--- src/logic/pin_cfg_pkg.sv ---
package pin_cfg_pkg;
  // ==========================================================
  // sizes
  localparam int LANES = 8; // lanes held by this bank
  localparam int PAIRS = 4; // configuration registers, two lanes each
  localparam int CONV_LANES = 3; // lanes 0 to 2 have converter inputs
  localparam int HI_LANE_LSB = 4; // upper lane field starts here
  localparam int LANE_REG4 = 1; // lane that steers regulator four
  localparam int LANE_REG5 = 2; // lane that steers regulator five

  // ==========================================================
  // register indices; byte address is four times the index
  localparam logic [5:0] IDX_PAIR_01 = 6'h15; // lanes 0 and 1
  localparam logic [5:0] IDX_PAIR_23 = 6'h16; // lanes 2 and 3
  localparam logic [5:0] IDX_PAIR_45 = 6'h17; // lanes 4 and 5
  localparam logic [5:0] IDX_PAIR_67 = 6'h18; // lanes 6 and 7
  localparam logic [5:0] IDX_EVT_STAT = 6'h20; // sticky event flags
  localparam logic [5:0] IDX_EVT_MASK = 6'h21; // event mask, 1 masks

  // ==========================================================
  // reset values and timing
  localparam logic [7:0] CFG_RST = 8'h11; // both lanes plain inputs
  localparam logic [7:0] MASK_RST = 8'hff; // all events masked
  localparam int DEB_CYCLES = 16; // debounce length in clock cycles

  // ==========================================================
  // types
  typedef enum logic [1:0] {
    FN_ALT = 2'b00, // alternate function
    FN_IN = 2'b01, // general input
    FN_OD = 2'b11 ^ 2'b01, // open-drain general output
    FN_PP = 2'b11 // push-pull general output
  } lane_fn_t;

  typedef struct packed {
    logic mode; // output level or debounce and wake-up
    logic pol; // polarity and supply rail
    lane_fn_t fn; // function selector
  } lane_cfg_t;

  typedef struct packed {
    logic [LANES-1:0] out; // pin level when driven
    logic [LANES-1:0] oe; // pin driven
    logic [LANES-1:0] pull; // internal pull-up on
    logic [LANES-1:0] rail; // supply rail two selected
  } pad_ctrl_t;

  // lane is monitored as an input
  function automatic logic lane_watched(lane_cfg_t c, logic conv);
    return (c.fn == FN_IN) || ((c.fn == FN_ALT) && conv);
  endfunction
endpackage

--- src/logic/evt_irq_bank.sv ---
`timescale 1ns/1ns
module evt_irq_bank #(
  parameter int W = 8 // number of event flags
)(
  input wire logic ref_clk_in, // system clock
  input wire logic sys_rst_in, // async reset, active high
  input wire logic [W-1:0] evt_in, // one-cycle event pulses
  input wire logic [W-1:0] w1c_in, // clear pulses, one per flag
  input wire logic mask_wr_in, // mask write strobe
  input wire logic [W-1:0] mask_data_in, // new mask value
  output logic [W-1:0] status_out, // sticky flags
  output logic [W-1:0] mask_out, // mask, 1 keeps a flag off the interrupt
  output logic irq_out // level, high while an unmasked flag is set
);
  logic [W-1:0] stat_ff; // sticky flags
  logic [W-1:0] mask_ff; // mask register
  logic [W-1:0] nxt_stat; // next flags

  // a new event beats a clear in the same cycle
  assign nxt_stat = (stat_ff & ~w1c_in) | evt_in;

  // flag and mask storage
  always_ff @(posedge ref_clk_in or posedge sys_rst_in)
  begin
    if (sys_rst_in)
    begin
      stat_ff <= '0;
      mask_ff <= W'(pin_cfg_pkg::MASK_RST);
    end
    else
    begin
      stat_ff <= nxt_stat;
      if (mask_wr_in)
        mask_ff <= mask_data_in;
    end
  end

  assign status_out = stat_ff;
  assign mask_out = mask_ff;
  assign irq_out = |(stat_ff & ~mask_ff);
endmodule

--- src/logic/lane_input_filter.sv ---
`timescale 1ns/1ns
module lane_input_filter #(
  parameter int LANES = 8, // lane count
  parameter int DEB_CYCLES = 16 // cycles a level must hold
)(
  input wire logic ref_clk_in, // system clock
  input wire logic sys_rst_in, // async reset, active high
  input wire logic [LANES-1:0] pin_async_in, // raw pin levels
  output logic [LANES-1:0] pin_sync_out, // pins after two flops
  input wire logic [LANES-1:0] level_in, // levels to debounce
  output logic [LANES-1:0] stable_out // debounced levels
);
  localparam int CW = $clog2(DEB_CYCLES + 1); // counter width

  // ==========================================================
  // synchroniser
  logic [LANES-1:0] meta_ff; // first stage, read only by sync_ff
  logic [LANES-1:0] sync_ff; // second stage

  // two flops per pin
  always_ff @(posedge ref_clk_in or posedge sys_rst_in)
  begin
    if (sys_rst_in)
    begin
      // reset to the idle level of an active-low input, so no false edge follows reset
      meta_ff <= '1;
      sync_ff <= '1;
    end
    else
    begin
      meta_ff <= pin_async_in;
      sync_ff <= meta_ff;
    end
  end
  assign pin_sync_out = sync_ff;

  // ==========================================================
  // debounce, one counter per lane
  for (genvar i = 0; i < LANES; i++)
  begin : g_deb
    logic [CW-1:0] cnt_ff; // cycles the new level has held
    logic stable_ff; // accepted level
    wire logic differs = level_in[i] != stable_ff; // level moved
    wire logic done = cnt_ff == CW'(DEB_CYCLES - 1); // held long enough

    // count while the level differs, accept it when held
    always_ff @(posedge ref_clk_in or posedge sys_rst_in)
    begin
      if (sys_rst_in)
      begin
        cnt_ff <= '0;
        stable_ff <= 1'b0;
      end
      else if (differs && done)
      begin
        cnt_ff <= '0;
        stable_ff <= level_in[i];
      end
      else if (differs)
        cnt_ff <= cnt_ff + CW'(1);
      else
        cnt_ff <= '0;
    end
    assign stable_out[i] = stable_ff;
  end
endmodule

--- src/logic/pin_config_bank.sv ---
`timescale 1ns/1ns
// Operation
// - selector picks alternate, input, open-drain, push-pull
// - polarity 0: active low, rail one, pull-up on open-drain
// - polarity 1: active high, rail two, external pull-up
// - output level follows mode bit
// - input mode 1 debounces and wakes
// - lane 0 converter input also debounces, wakes
// - lane 1 converter or regulator four input
// - lane 1 mode 0 drives regulator four
// - lane 1 mode 1 debounced, no regulator
// - lane 2 mode 0 drives regulator five
// - lane 2 mode 1 debounced, converter wakes
// - lanes 3 to 7 route touch signals
// - active edge sets flag, raises interrupt
module pin_config_bank #(
  parameter int DEB_CYCLES = pin_cfg_pkg::DEB_CYCLES // debounce cycles
)(
  input wire logic ref_clk_in, // 100 MHz clock
  input wire logic sys_rst_in, // async reset, active high
  input wire logic [7:0] avs_address_in, // byte address
  input wire logic avs_read_in, // read request
  input wire logic avs_write_in, // write request
  input wire logic [31:0] avs_writedata_in, // write data
  input wire logic [3:0] avs_byteenable_in, // byte lanes
  output logic [31:0] avs_readdata_out, // read data
  output logic avs_waitrequest_out, // stall
  input wire logic [7:0] pin_in, // pad levels, asynchronous
  output logic [7:0] pin_out, // pad drive level
  output logic [7:0] pin_oe_out, // pad driven
  output logic [7:0] pullup_en_out, // internal pull-up on
  output logic [7:0] rail_two_sel_out, // supply rail two selected
  input wire logic [2:0] conv_trip_in, // converter threshold levels
  output logic [2:0] conv_route_out, // converter inputs a, b, c routed
  output logic [4:0] touch_route_out, // y-, y+, x-, x+, reference routed
  output logic [7:0] general_input_out, // active state per lane
  output logic regulator_four_enable_out, // regulator four enable
  output logic regulator_five_enable_out, // regulator five enable
  output logic wake_out, // wake-up pulse
  output logic irq_out // interrupt level
);
  // ==========================================================
  // bus slave
  logic ack_ff; // second cycle of a request
  logic [31:0] rdata_ff; // captured read data
  logic [7:0] pair_ff [pin_cfg_pkg::PAIRS]; // configuration registers
  logic [7:0] nxt_rd; // selected read byte
  logic [7:0] stat_w; // event flags
  logic [7:0] mask_w; // event mask

  wire logic req = avs_read_in | avs_write_in; // request present
  wire logic [5:0] idx = avs_address_in[7:2]; // word index
  wire logic aligned = avs_address_in[1:0] == 2'b00; // word aligned
  wire logic wr_take = ack_ff & avs_write_in & avs_byteenable_in[0] & aligned;
  wire logic in_pairs = idx >= pin_cfg_pkg::IDX_PAIR_01 && idx <= pin_cfg_pkg::IDX_PAIR_67;
  wire logic [1:0] pair_sel = 2'(idx - pin_cfg_pkg::IDX_PAIR_01); // register
  wire logic mask_wr = wr_take && idx == pin_cfg_pkg::IDX_EVT_MASK; // mask write
  wire logic stat_wr = wr_take && idx == pin_cfg_pkg::IDX_EVT_STAT; // flag clear
  wire logic [7:0] w1c = stat_wr ? avs_writedata_in[7:0] : 8'h00; // clear bits

  // one wait cycle for every request
  assign avs_waitrequest_out = req & ~ack_ff;
  assign avs_readdata_out = rdata_ff;

  // read selection; unmapped words read zero
  always_comb
  begin
    nxt_rd = 8'h00;
    if (!aligned)
      nxt_rd = 8'h00;
    else if (in_pairs)
      nxt_rd = pair_ff[pair_sel];
    else if (idx == pin_cfg_pkg::IDX_EVT_STAT)
      nxt_rd = stat_w;
    else if (idx == pin_cfg_pkg::IDX_EVT_MASK)
      nxt_rd = mask_w;
  end

  // handshake and read capture
  always_ff @(posedge ref_clk_in or posedge sys_rst_in)
  begin
    if (sys_rst_in)
    begin
      ack_ff <= 1'b0;
      rdata_ff <= 32'h0000_0000;
    end
    else
    begin
      ack_ff <= req & ~ack_ff;
      if (avs_read_in && !ack_ff)
        rdata_ff <= {24'h00_0000, nxt_rd};
    end
  end

  // configuration register writes
  always_ff @(posedge ref_clk_in or posedge sys_rst_in)
  begin
    if (sys_rst_in)
    begin
      for (int k = 0; k < pin_cfg_pkg::PAIRS; k++)
        pair_ff[k] <= pin_cfg_pkg::CFG_RST;
    end
    else
    begin
      for (int k = 0; k < pin_cfg_pkg::PAIRS; k++)
        if (wr_take && aligned && in_pairs && pair_sel == 2'(k))
          pair_ff[k] <= avs_writedata_in[7:0];
    end
  end

  // ==========================================================
  // lane decode
  pin_cfg_pkg::lane_cfg_t cfg [8]; // per-lane fields
  wire logic [7:0] conv_pad = {5'b0_0000, conv_trip_in}; // converters by lane
  logic [7:0] pin_sync; // synchronised pins
  logic [7:0] stable; // debounced active levels
  logic [7:0] watch; // lane monitored
  logic [7:0] src; // monitored raw level
  logic [7:0] raw; // undebounced active state
  logic [7:0] eff; // active state after optional debounce
  logic [7:0] mode_vec; // mode bits
  logic [7:0] alt_sel; // alternate function routed
  logic [7:0] nxt_out; // next pad level
  logic [7:0] nxt_oe; // next pad enable
  logic [7:0] nxt_pull; // next pull-up
  logic [7:0] nxt_rail; // next rail choice

  // split each register into its two lanes
  for (genvar p = 0; p < pin_cfg_pkg::PAIRS; p++)
  begin : g_pair
    assign cfg[2*p] = pin_cfg_pkg::lane_cfg_t'(pair_ff[p][3:0]);
    assign cfg[2*p+1] = pin_cfg_pkg::lane_cfg_t'(pair_ff[p][pin_cfg_pkg::HI_LANE_LSB +: 4]);
  end

  for (genvar i = 0; i < 8; i++)
  begin : g_lane
    localparam logic CONV = i < pin_cfg_pkg::CONV_LANES; // has converter
    // lane 0 to 2 alternate input is the converter threshold
    assign watch[i] = pin_cfg_pkg::lane_watched(cfg[i], CONV);
    assign src[i] = (cfg[i].fn == pin_cfg_pkg::FN_IN) ? pin_sync[i] : conv_pad[i];
    // polarity picks the active level
    assign raw[i] = watch[i] & (cfg[i].pol ? src[i] : ~src[i]);
    // mode 1 takes the debounced level
    assign eff[i] = cfg[i].mode ? stable[i] : raw[i];
    assign mode_vec[i] = cfg[i].mode;
    assign alt_sel[i] = cfg[i].fn == pin_cfg_pkg::FN_ALT;
    // push-pull drives both levels, open-drain only low
    assign nxt_oe[i] = (cfg[i].fn == pin_cfg_pkg::FN_PP) ||
                       (cfg[i].fn == pin_cfg_pkg::FN_OD && !cfg[i].mode);
    assign nxt_out[i] = (cfg[i].fn == pin_cfg_pkg::FN_PP) && cfg[i].mode;
    assign nxt_pull[i] = (cfg[i].fn == pin_cfg_pkg::FN_OD) && !cfg[i].pol;
    assign nxt_rail[i] = cfg[i].pol;
  end

  // ==========================================================
  // input filter
  lane_input_filter #(
    .LANES(8),
    .DEB_CYCLES(DEB_CYCLES)
  ) u_filter (
    .ref_clk_in(ref_clk_in),
    .sys_rst_in(sys_rst_in),
    .pin_async_in(pin_in),
    .pin_sync_out(pin_sync),
    .level_in(raw),
    .stable_out(stable)
  );

  // ==========================================================
  // pads, routes, regulators, events
  pin_cfg_pkg::pad_ctrl_t pad_ff; // registered pad controls
  logic [7:0] route_ff; // registered alternate routes
  logic [7:0] act_ff; // last active state, for edges
  logic reg4_ff; // regulator four enable
  logic reg5_ff; // regulator five enable
  logic wake_ff; // wake pulse
  logic [7:0] evt; // active-edge pulses

  // mode 0 on a regulator lane follows the undebounced input
  wire logic nxt_reg4 = cfg[pin_cfg_pkg::LANE_REG4].fn == pin_cfg_pkg::FN_IN &&
    !cfg[pin_cfg_pkg::LANE_REG4].mode && raw[pin_cfg_pkg::LANE_REG4];
  wire logic nxt_reg5 = cfg[pin_cfg_pkg::LANE_REG5].fn == pin_cfg_pkg::FN_IN &&
    !cfg[pin_cfg_pkg::LANE_REG5].mode && raw[pin_cfg_pkg::LANE_REG5];

  assign evt = eff & ~act_ff;

  // registered outputs
  always_ff @(posedge ref_clk_in or posedge sys_rst_in)
  begin
    if (sys_rst_in)
    begin
      pad_ff <= '0;
      route_ff <= 8'h00;
      act_ff <= 8'h00;
      reg4_ff <= 1'b0;
      reg5_ff <= 1'b0;
      wake_ff <= 1'b0;
    end
    else
    begin
      pad_ff <= '{out: nxt_out, oe: nxt_oe, pull: nxt_pull, rail: nxt_rail};
      route_ff <= alt_sel;
      act_ff <= eff;
      reg4_ff <= nxt_reg4;
      reg5_ff <= nxt_reg5;
      wake_ff <= |(evt & mode_vec);
    end
  end

  // sticky flags and mask
  evt_irq_bank #(
    .W(8)
  ) u_irq (
    .ref_clk_in(ref_clk_in),
    .sys_rst_in(sys_rst_in),
    .evt_in(evt),
    .w1c_in(w1c),
    .mask_wr_in(mask_wr),
    .mask_data_in(avs_writedata_in[7:0]),
    .status_out(stat_w),
    .mask_out(mask_w),
    .irq_out(irq_out)
  );

  assign pin_out = pad_ff.out;
  assign pin_oe_out = pad_ff.oe;
  assign pullup_en_out = pad_ff.pull;
  assign rail_two_sel_out = pad_ff.rail;
  assign conv_route_out = route_ff[2:0];
  assign touch_route_out = route_ff[7:3];
  assign general_input_out = act_ff;
  assign regulator_four_enable_out = reg4_ff;
  assign regulator_five_enable_out = reg5_ff;
  assign wake_out = wake_ff;
endmodule

--- config.mk ---
export PLATFORM = sky130hd
export DESIGN_NAME = pin_config_bank
export DESIGN_NICKNAME = d
export VERILOG_FILES = /design/src/logic/pin_cfg_pkg.sv /design/src/logic/evt_irq_bank.sv /design/src/logic/lane_input_filter.sv /design/src/logic/pin_config_bank.sv
export SDC_FILE = /design/constraint.sdc
export NUM_CORES = 1
export LEC_CHECK = 0
export BUFFER_PORTS_ARGS = -buffer_cell sky130_fd_sc_hd__buf_2
export CAP_MARGIN = 20
export CORE_ASPECT_RATIO = 1.25
export CORE_MARGIN = 2
export CORE_UTILIZATION = 30
export CTS_CLUSTER_DIAMETER = 40
export DETAILED_ROUTE_END_ITERATION = 8
export GPL_ROUTABILITY_DRIVEN = 0
export GPL_TIMING_DRIVEN = 0
export PLACE_DENSITY = 0.54
export SLEW_MARGIN = 20
export SYNTH_ARGS = -nofsm -noshare
export SYNTH_HDL_FRONTEND = slang
export SYNTH_HIERARCHICAL = 1
export SYNTH_SLANG_ARGS = --single-unit
--- constraint.sdc ---
create_clock -name ref_clk_in -period 3.5 [get_ports ref_clk_in]
set_clock_uncertainty 0.05 [all_clocks]
set_input_delay 0.175 -clock ref_clk_in [delete_from_list [all_inputs] [get_ports ref_clk_in]]
set_output_delay 0.175 -clock ref_clk_in [all_outputs]
set_load 0.005 [all_outputs]
==> Word level (Yosys, flattened, before mapping) <==
Cells that the tools add are included.
{ "totals": {"in_bits": 59, "regBits": 172, "output_inout_bits": 85, "word_cells": 257} }
{ "classes": {"muxes": 48, "eq_ne": 45, "magnitude_cmp": 3, "addsub": 9, "bitwise_logic": 31, "reduce_logical": 86} }
{ "ops": {"columns": ["operator", "count"], "rows": [
  ["two-way mux 5 bit", 16],
  ["two-way mux 8 bit", 7],
  ["logical AND 1 bit", 46],
  ["adder 5 x 1 -> 5 bit, second input constant", 8],
  ["== test 5 x 4 -> 1 bit, second input constant", 8],
  ["== test 2 bit, second input constant", 18],
  ["AND 8 bit", 4],
  ["two-way mux 1 bit", 24],
  ["inverter 8 bit", 3],
  ["logical NOT 2 bit", 10],
  ["== test 2 x 1 -> 1 bit, second input constant", 9],
  ["logical NOT 1 bit", 17],
  ["binary-select mux 8 bit (select 2 bit)", 1],
  ["OR reduction 8 bit", 2],
  ["AND 1 bit", 12],
  ["== test 6 bit, second input constant", 2],
  ["logical OR 1 bit", 11],
  ["inverter 1 bit", 9],
  ["!= test 1 bit", 8],
  ["OR 8 bit", 1],
  [">= comparator 6 x 5 -> 1 bit, second input constant", 1],
  ["<= comparator 6 x 5 -> 1 bit, second input constant", 1],
  [">= comparator 3 bit, second input constant", 1],
  ["inverter 2 -> 3 bit", 1],
  ["2 further kinds", 2]
]} }

==> Logic depth before layout (Yosys ltp) <==
{ "depth": {"word_depth": 9, "mapped_depth": 8, "depth_no_buf": 7} }

==> Hierarchy <==
The synthesis kept the hierarchy.
{ "by_module_without_submodules": {"columns": ["module", "cells_per_inst", "area_per_inst_um2", "seq_area_each_um2", "instances"], "rows": [
  ["pin_config_bank", 333, 4154.0, 2312.2, 1],
  ["lane_input_filter", 201, 2536.2, 1621.6, 1],
  ["evt_irq_bank", 47, 631.9, 410.4, 1]
]} }

==> Worst setup path before layout <==
No wires, ideal clock.
{ "synth_timing": {"path_type": "in2reg", "start": "in avs_address_in[2]", "end": "reg rdata_ff[7], in the netlist avs_readdata_out[7]", "path_buffers": 2, "setup_time_ns": 0.129, "setup_slack_ns": 1.612, "path_stages": 7, "required_ns": 3.321, "arrival_time_ns": 1.710, "cell_sequence": "buf_2 -> inv_1 -> ha_1 -> clkbuf_1 -> mux4_2 -> inv_1 -> o21ai_1"} }
{ "synth_via": {"elab_chain_len": 7, "word_cells_on_any_way": 14, "classes_between": "add/sub: 1; order compare: 2; eq/ne: 2; mux: 7; bitwise: 1; reduce/logical: 1"} }
{ "synth_rtl": {"columns": ["element", "line_no", "source"], "rows": [
  ["from (decl)", "pin_config_bank.sv:21", "input wire logic [7:0] avs_address_in,"],
  ["subtractor 2 x 1 -> 2 bit", "pin_config_bank.sv:56", "wire logic [1:0] pair_sel = 2'(idx - pin_cfg_pkg::IDX_PAIR_01);"],
  ["inverter 2 -> 3 bit (implied by the code)", "pin_config_bank.sv:72", "nxt_rd = pair_ff[pair_sel];"],
  ["binary-select mux 8 bit (select 2 bit)", "pin_config_bank.sv:72", null],
  ["two-way mux 8 bit (implied by the code) (2 in a row)", "pin_config_bank.sv:72", null],
  ["two-way mux 8 bit *", "pin_config_bank.sv:71", "else if (in_pairs)"],
  ["two-way mux 8 bit *", "pin_config_bank.sv:69", "if (!aligned)"],
  ["to (signal assigned)", "pin_config_bank.sv:91", "rdata_ff <= {24'h00_0000, nxt_rd};"],
  ["to (decl)", "pin_config_bank.sv:45", "logic [31:0] rdata_ff;"]
]} }
Every way passes the cells marked *; elsewhere a longest branch is shown, timed or not. The select of a mux whose other input is x is not followed.
A chain may end at the register's enable or synchronous reset.

==> Worst setup path after layout <==
{ "layout_timing": {"start": "reg u_irq.mask_ff[6], in the netlist u_irq/mask_out[6]", "end": "out irq_out"} }
{ "layout_via": {"elab_chain_len": 3} }
{ "layout_rtl": {"columns": ["element", "line_no", "source"], "rows": [
  ["from (decl)", "evt_irq_bank.sv:16", "logic [W-1:0] mask_ff;"],
  ["from (signal assigned)", "evt_irq_bank.sv:28", "mask_ff <= W'(pin_cfg_pkg::MASK_RST);"],
  ["from (signal assigned)", "evt_irq_bank.sv:34", "mask_ff <= mask_data_in;"],
  ["inverter 8 bit", "evt_irq_bank.sv:40", "assign irq_out = |(stat_ff & ~mask_ff);"],
  ["AND 8 bit", "evt_irq_bank.sv:40", null],
  ["OR reduction 8 bit", "evt_irq_bank.sv:40", null],
  ["to (decl)", "pin_config_bank.sv:40", "output logic irq_out"]
]} }
No other way between the ends.

==> summary.txt <==
Setup path
  • CP max FO: 3
  • Crit path from: u_irq/mask_out[6]
  • Worst reg-to-reg setup slack: 1.56 ns
  • Worst R2R Start: cfg[24]
  • Critical Path End: irq_out
  • Reg2Reg Depth: 5
  • CP startpoint kind: flop
  • WS Path Type: reg -> out
  • Worst EP arrival: 1.77 ns
  • Nature of the critical path endpoint: output pin
  • Worst r2r dst: u_irq/status_out[1]
  • WP data required: 3.27 ns

GRT
  • Vias in the first global route: 4643
  • First-pass GRT wire length: 25.5 mm
  • Met1 Use GR: 15.7%
  • Met2 Use GR: 22.5%
  • All-Layer GR Usage: 13.3%
  • Initial antenna violation count: 0
  • Grt peak-use layer: met2
  • Grt met3 use: 4.27%
  • Overflow after GRT: 0
  • Pin count of the biggest net entering global routing: 49

Run
  • Max cap viols: 0

Timing
  • Fin crit period: 2.00 ns
  • Max-slew violation count: 0
  • Hold_ws: 0.0214 ns
  • Fmax: 500 MHz
  • Final Hold Vio Count: 0
  • Final setup vio count: 0
  • RSZ-0062 raised after global routing: false
  • Measured slew at the worst slew-check pin: 0.625 ns
  • Final TNS setup: 0 ns
  • Fin crit share: 57.1%
  • Slew HR: 58.4%

Synth
  • Post-synthesis cell count: 581
  • Synth async-reset ratio: 100%
  • Mean Syn Cell Area: 12.6 sq um
  • Netlist cell types: 46
  • Synthesis-stage register bit count: 172
  • Number of flops mapped to enable cells by yosys: 0
  • Post-synthesis sequential area ratio: 59.3%
  • Mapped Area: 7320 sq um
  • Main synth FF type: dfrtp_1
  • Syn. warnings: 6

Layout
  • NumNets Final: 809
  • Synth-to-layout area growth: 23.8%
  • Filler cells: 2324
  • Antenna diodes: 0
  • Layout cell share with drive strength beyond 1: 33.0%
  • Post-Layout Cell Count: 1067

Power and ir drop
  • Power Dens Cells: 470 nW/um^2
  • Leak: 4.56 nW
  • Worst VDD drop: 0.319 mV
  • Total Power: 4.26 mW

Drt
  • Via count: 4493
  • Drt total wl: 16.0 mm
  • Routed len/inst: 15.0 microns
  • First-pass detailed-route iteration total: 4
  • Iter 0 DRT Violations: 195
  • Via-per-instance ratio: 4.21
  • DR DRC count: 0
  • Post-route ant nets: 0

Clock tree
  • Buffer depth of the longest clock path: 2
  • Root Driver: clkbuf_16
  • Postcts setup bufs: 0
  • Worst-path clk slew: 0.07 ns
  • CTS buffer count: 17
  • Clk sinks: 172
  • Clk_lat worst skew: 0.44 ns
  • TritonCTS clock tree: built
  • Post-CTS Resized: 0
  • H-tree depth: 4

Status
  • Status: completed

Placed design
  • Detailed Place HPWL: 11.7 mm
  • Port buffer count: 92
  • Placed insts: 1023

Floorplan
  • Std-Cell Rows: 63
  • I/O pins: 144
  • Starting Density: 30.7%
  • Core ar.: 23900 sq um
  • Die ar.: 25700 sq um
  • Die Width: 144 microns
  • Die span in y: 179 microns

Worst hold path
  • Hold Path Class: in -> reg
layout make-up:
cell class / instances / area [sq um] / share of cell area (%)
Inverter: 53 / 206 / 2.28
Multi-Input combinational cell: 339 / 2580 / 28.5
Timing Repair Buffer: 106 / 628 / 6.93
Tap cell: 325 / 407 / 4.49
Clock inverter: 10 / 139 / 1.53
Clock buffer: 22 / 474 / 5.23
Buffer: 40 / 282 / 3.11
Sequential cell: 172 / 4340 / 47.9
worst min path at each step:
stage / startpoint / end / slack, ns / depth (start not counted)
finish: avs_writedata_in[0] / cfg[4] / 0.02 / 2
global route: avs_writedata_in[6] / cfg[2] / 0.03 / 2
CTS: avs_writedata_in[0] / cfg[4] / 0.004 / 2
detailed placement: sys_rst_in / avs_readdata_out[3] / 0.22 / 2
global placement: pin_in[2] / u_filter/meta_ff[2] / 0.23 / 1
floorplan: sys_rst_in / u_irq/status_out[0] / 0.03 / 1
sequential cells by signal (all words and copies together), names as in the netlist:
register and cells:
u_filter/g_deb.stable_ff 8, u_filter/g_deb.cnt_ff 40, pullup_en_out 8, u_filter/pin_sync_out 8, general_input_out 8, avs_readdata_out 8, pin_oe_out 8, route_ff 8
rail_two_sel_out 8, u_irq/mask_out 8, pin_out 8, regulator_five_enable_out 1, wake_out 1, cfg 32, u_irq/status_out 8, regulator_four_enable_out 1
ack_ff 1, u_filter/meta_ff 8
cells in the mapped netlist, types with 2 or more instances:
master     number  share of area, %
inv_1          51               2.6
o22ai_1         6              0.51
nor2_1         50               2.6
mux2i_1         3              0.41
nand3_1        10              0.68
dfrtp_1       140                48
buf_4          34               3.5
ha_1           21               3.6
xnor2_1         8              0.96
or2_2           3              0.26
mux2_1         16               2.5
and3_1         18               1.5
or3_1           6              0.51
nand2b_1       15               1.3
mux2_2         32               4.9
xor2_1         24               2.9
o21ai_1         8              0.55
a22oi_1         8              0.82
nor4_1          2              0.17
nor2b_1         6              0.51
buf_2           3              0.20
o21ai_0         8              0.55
a2bb2oi_1       8              0.96
o21bai_1        8              0.82
clkbuf_1        2              0.10
nand2_1         8              0.41
nor3b_1         8              0.82
and2_1          8              0.68
dfstp_2        32                11
nand4_2         3              0.51
a21boi_0        8              0.82
o31ai_1         3              0.31
mux4_2          8               2.5
routing by layer:
metal / up-vias / wire [microns]
met5: - / 0
met4: 0 / 243
met3: 14 / 885
met2: 65 / 8050
met1: 2214 / 6780
li1: 2200 / -
layout by cell type, fill, tap and decap left out, types with 10 or more instances in the layout:
master / count
inv_1: 49
buf_2: 95
conb_1: 24
nand3_1: 10
nor2_1: 50
dlygate4sd3_1: 12
xor2_1: 24
mux2_1: 16
and3_1: 18
buf_4: 34
mux2_2: 32
ha_1: 21
dfrtp_1: 140
clkbuf_16: 17
nand2b_1: 15
dfstp_2: 32
critical path: stages (launching register included):
cell	delay, ns
dfstp_2	0.54
o22ai_1	0.09
or4_1	0.55
buf_2	0.15
metrics by stage:
step                instance area (sq um)  setup WS [ns]  utilization, %
detailed placement                   8330          0.992            34.9
finish                               9060           1.50            37.9
CTS                                  9060           1.46            37.9
global route                         9060           1.32            37.9
global placement                     8280         -0.469            34.6
floorplan                            7410          0.896               -
power by group:
| part | total (mW) | switching (mW) | internal [mW] | leakage [nW] |
|---|---|---|---|---|
| registers | 2.08 | 0.0339 | 2.05 | 2.19 |
| logic | 0.241 | 0.135 | 0.107 | 2.08 |
| clock network | 1.94 | 0.766 | 1.18 | 0.288 |
| total | 4.26 | 0.934 | 3.33 | 4.56 |
repair_timing:
item                                    in CTS  in global routing
hold endpoints to repair                    83                  0
endpoints found under the setup margin       0                  0
hold buffers                                12                  0
cell families (layout without fill, tap and decap cells):
logic type               after synthesis  count (layout)  synth area share (%)
AO/OA/AOI/OAI                         60              60                  5.67
XOR/XNOR                              32              32                  3.83
adder cells (fa/ha/maj)               21              21                  3.59
buffers and inverters                 93             231                  6.56
flip-flops                           172             172                  59.3
multiplexers                          59              59                  10.3
other                                  1              24                0.0512
AND/OR/NAND/NOR                      143             143                  10.7
Note: power is estimated with default switching activity, not from simulation.
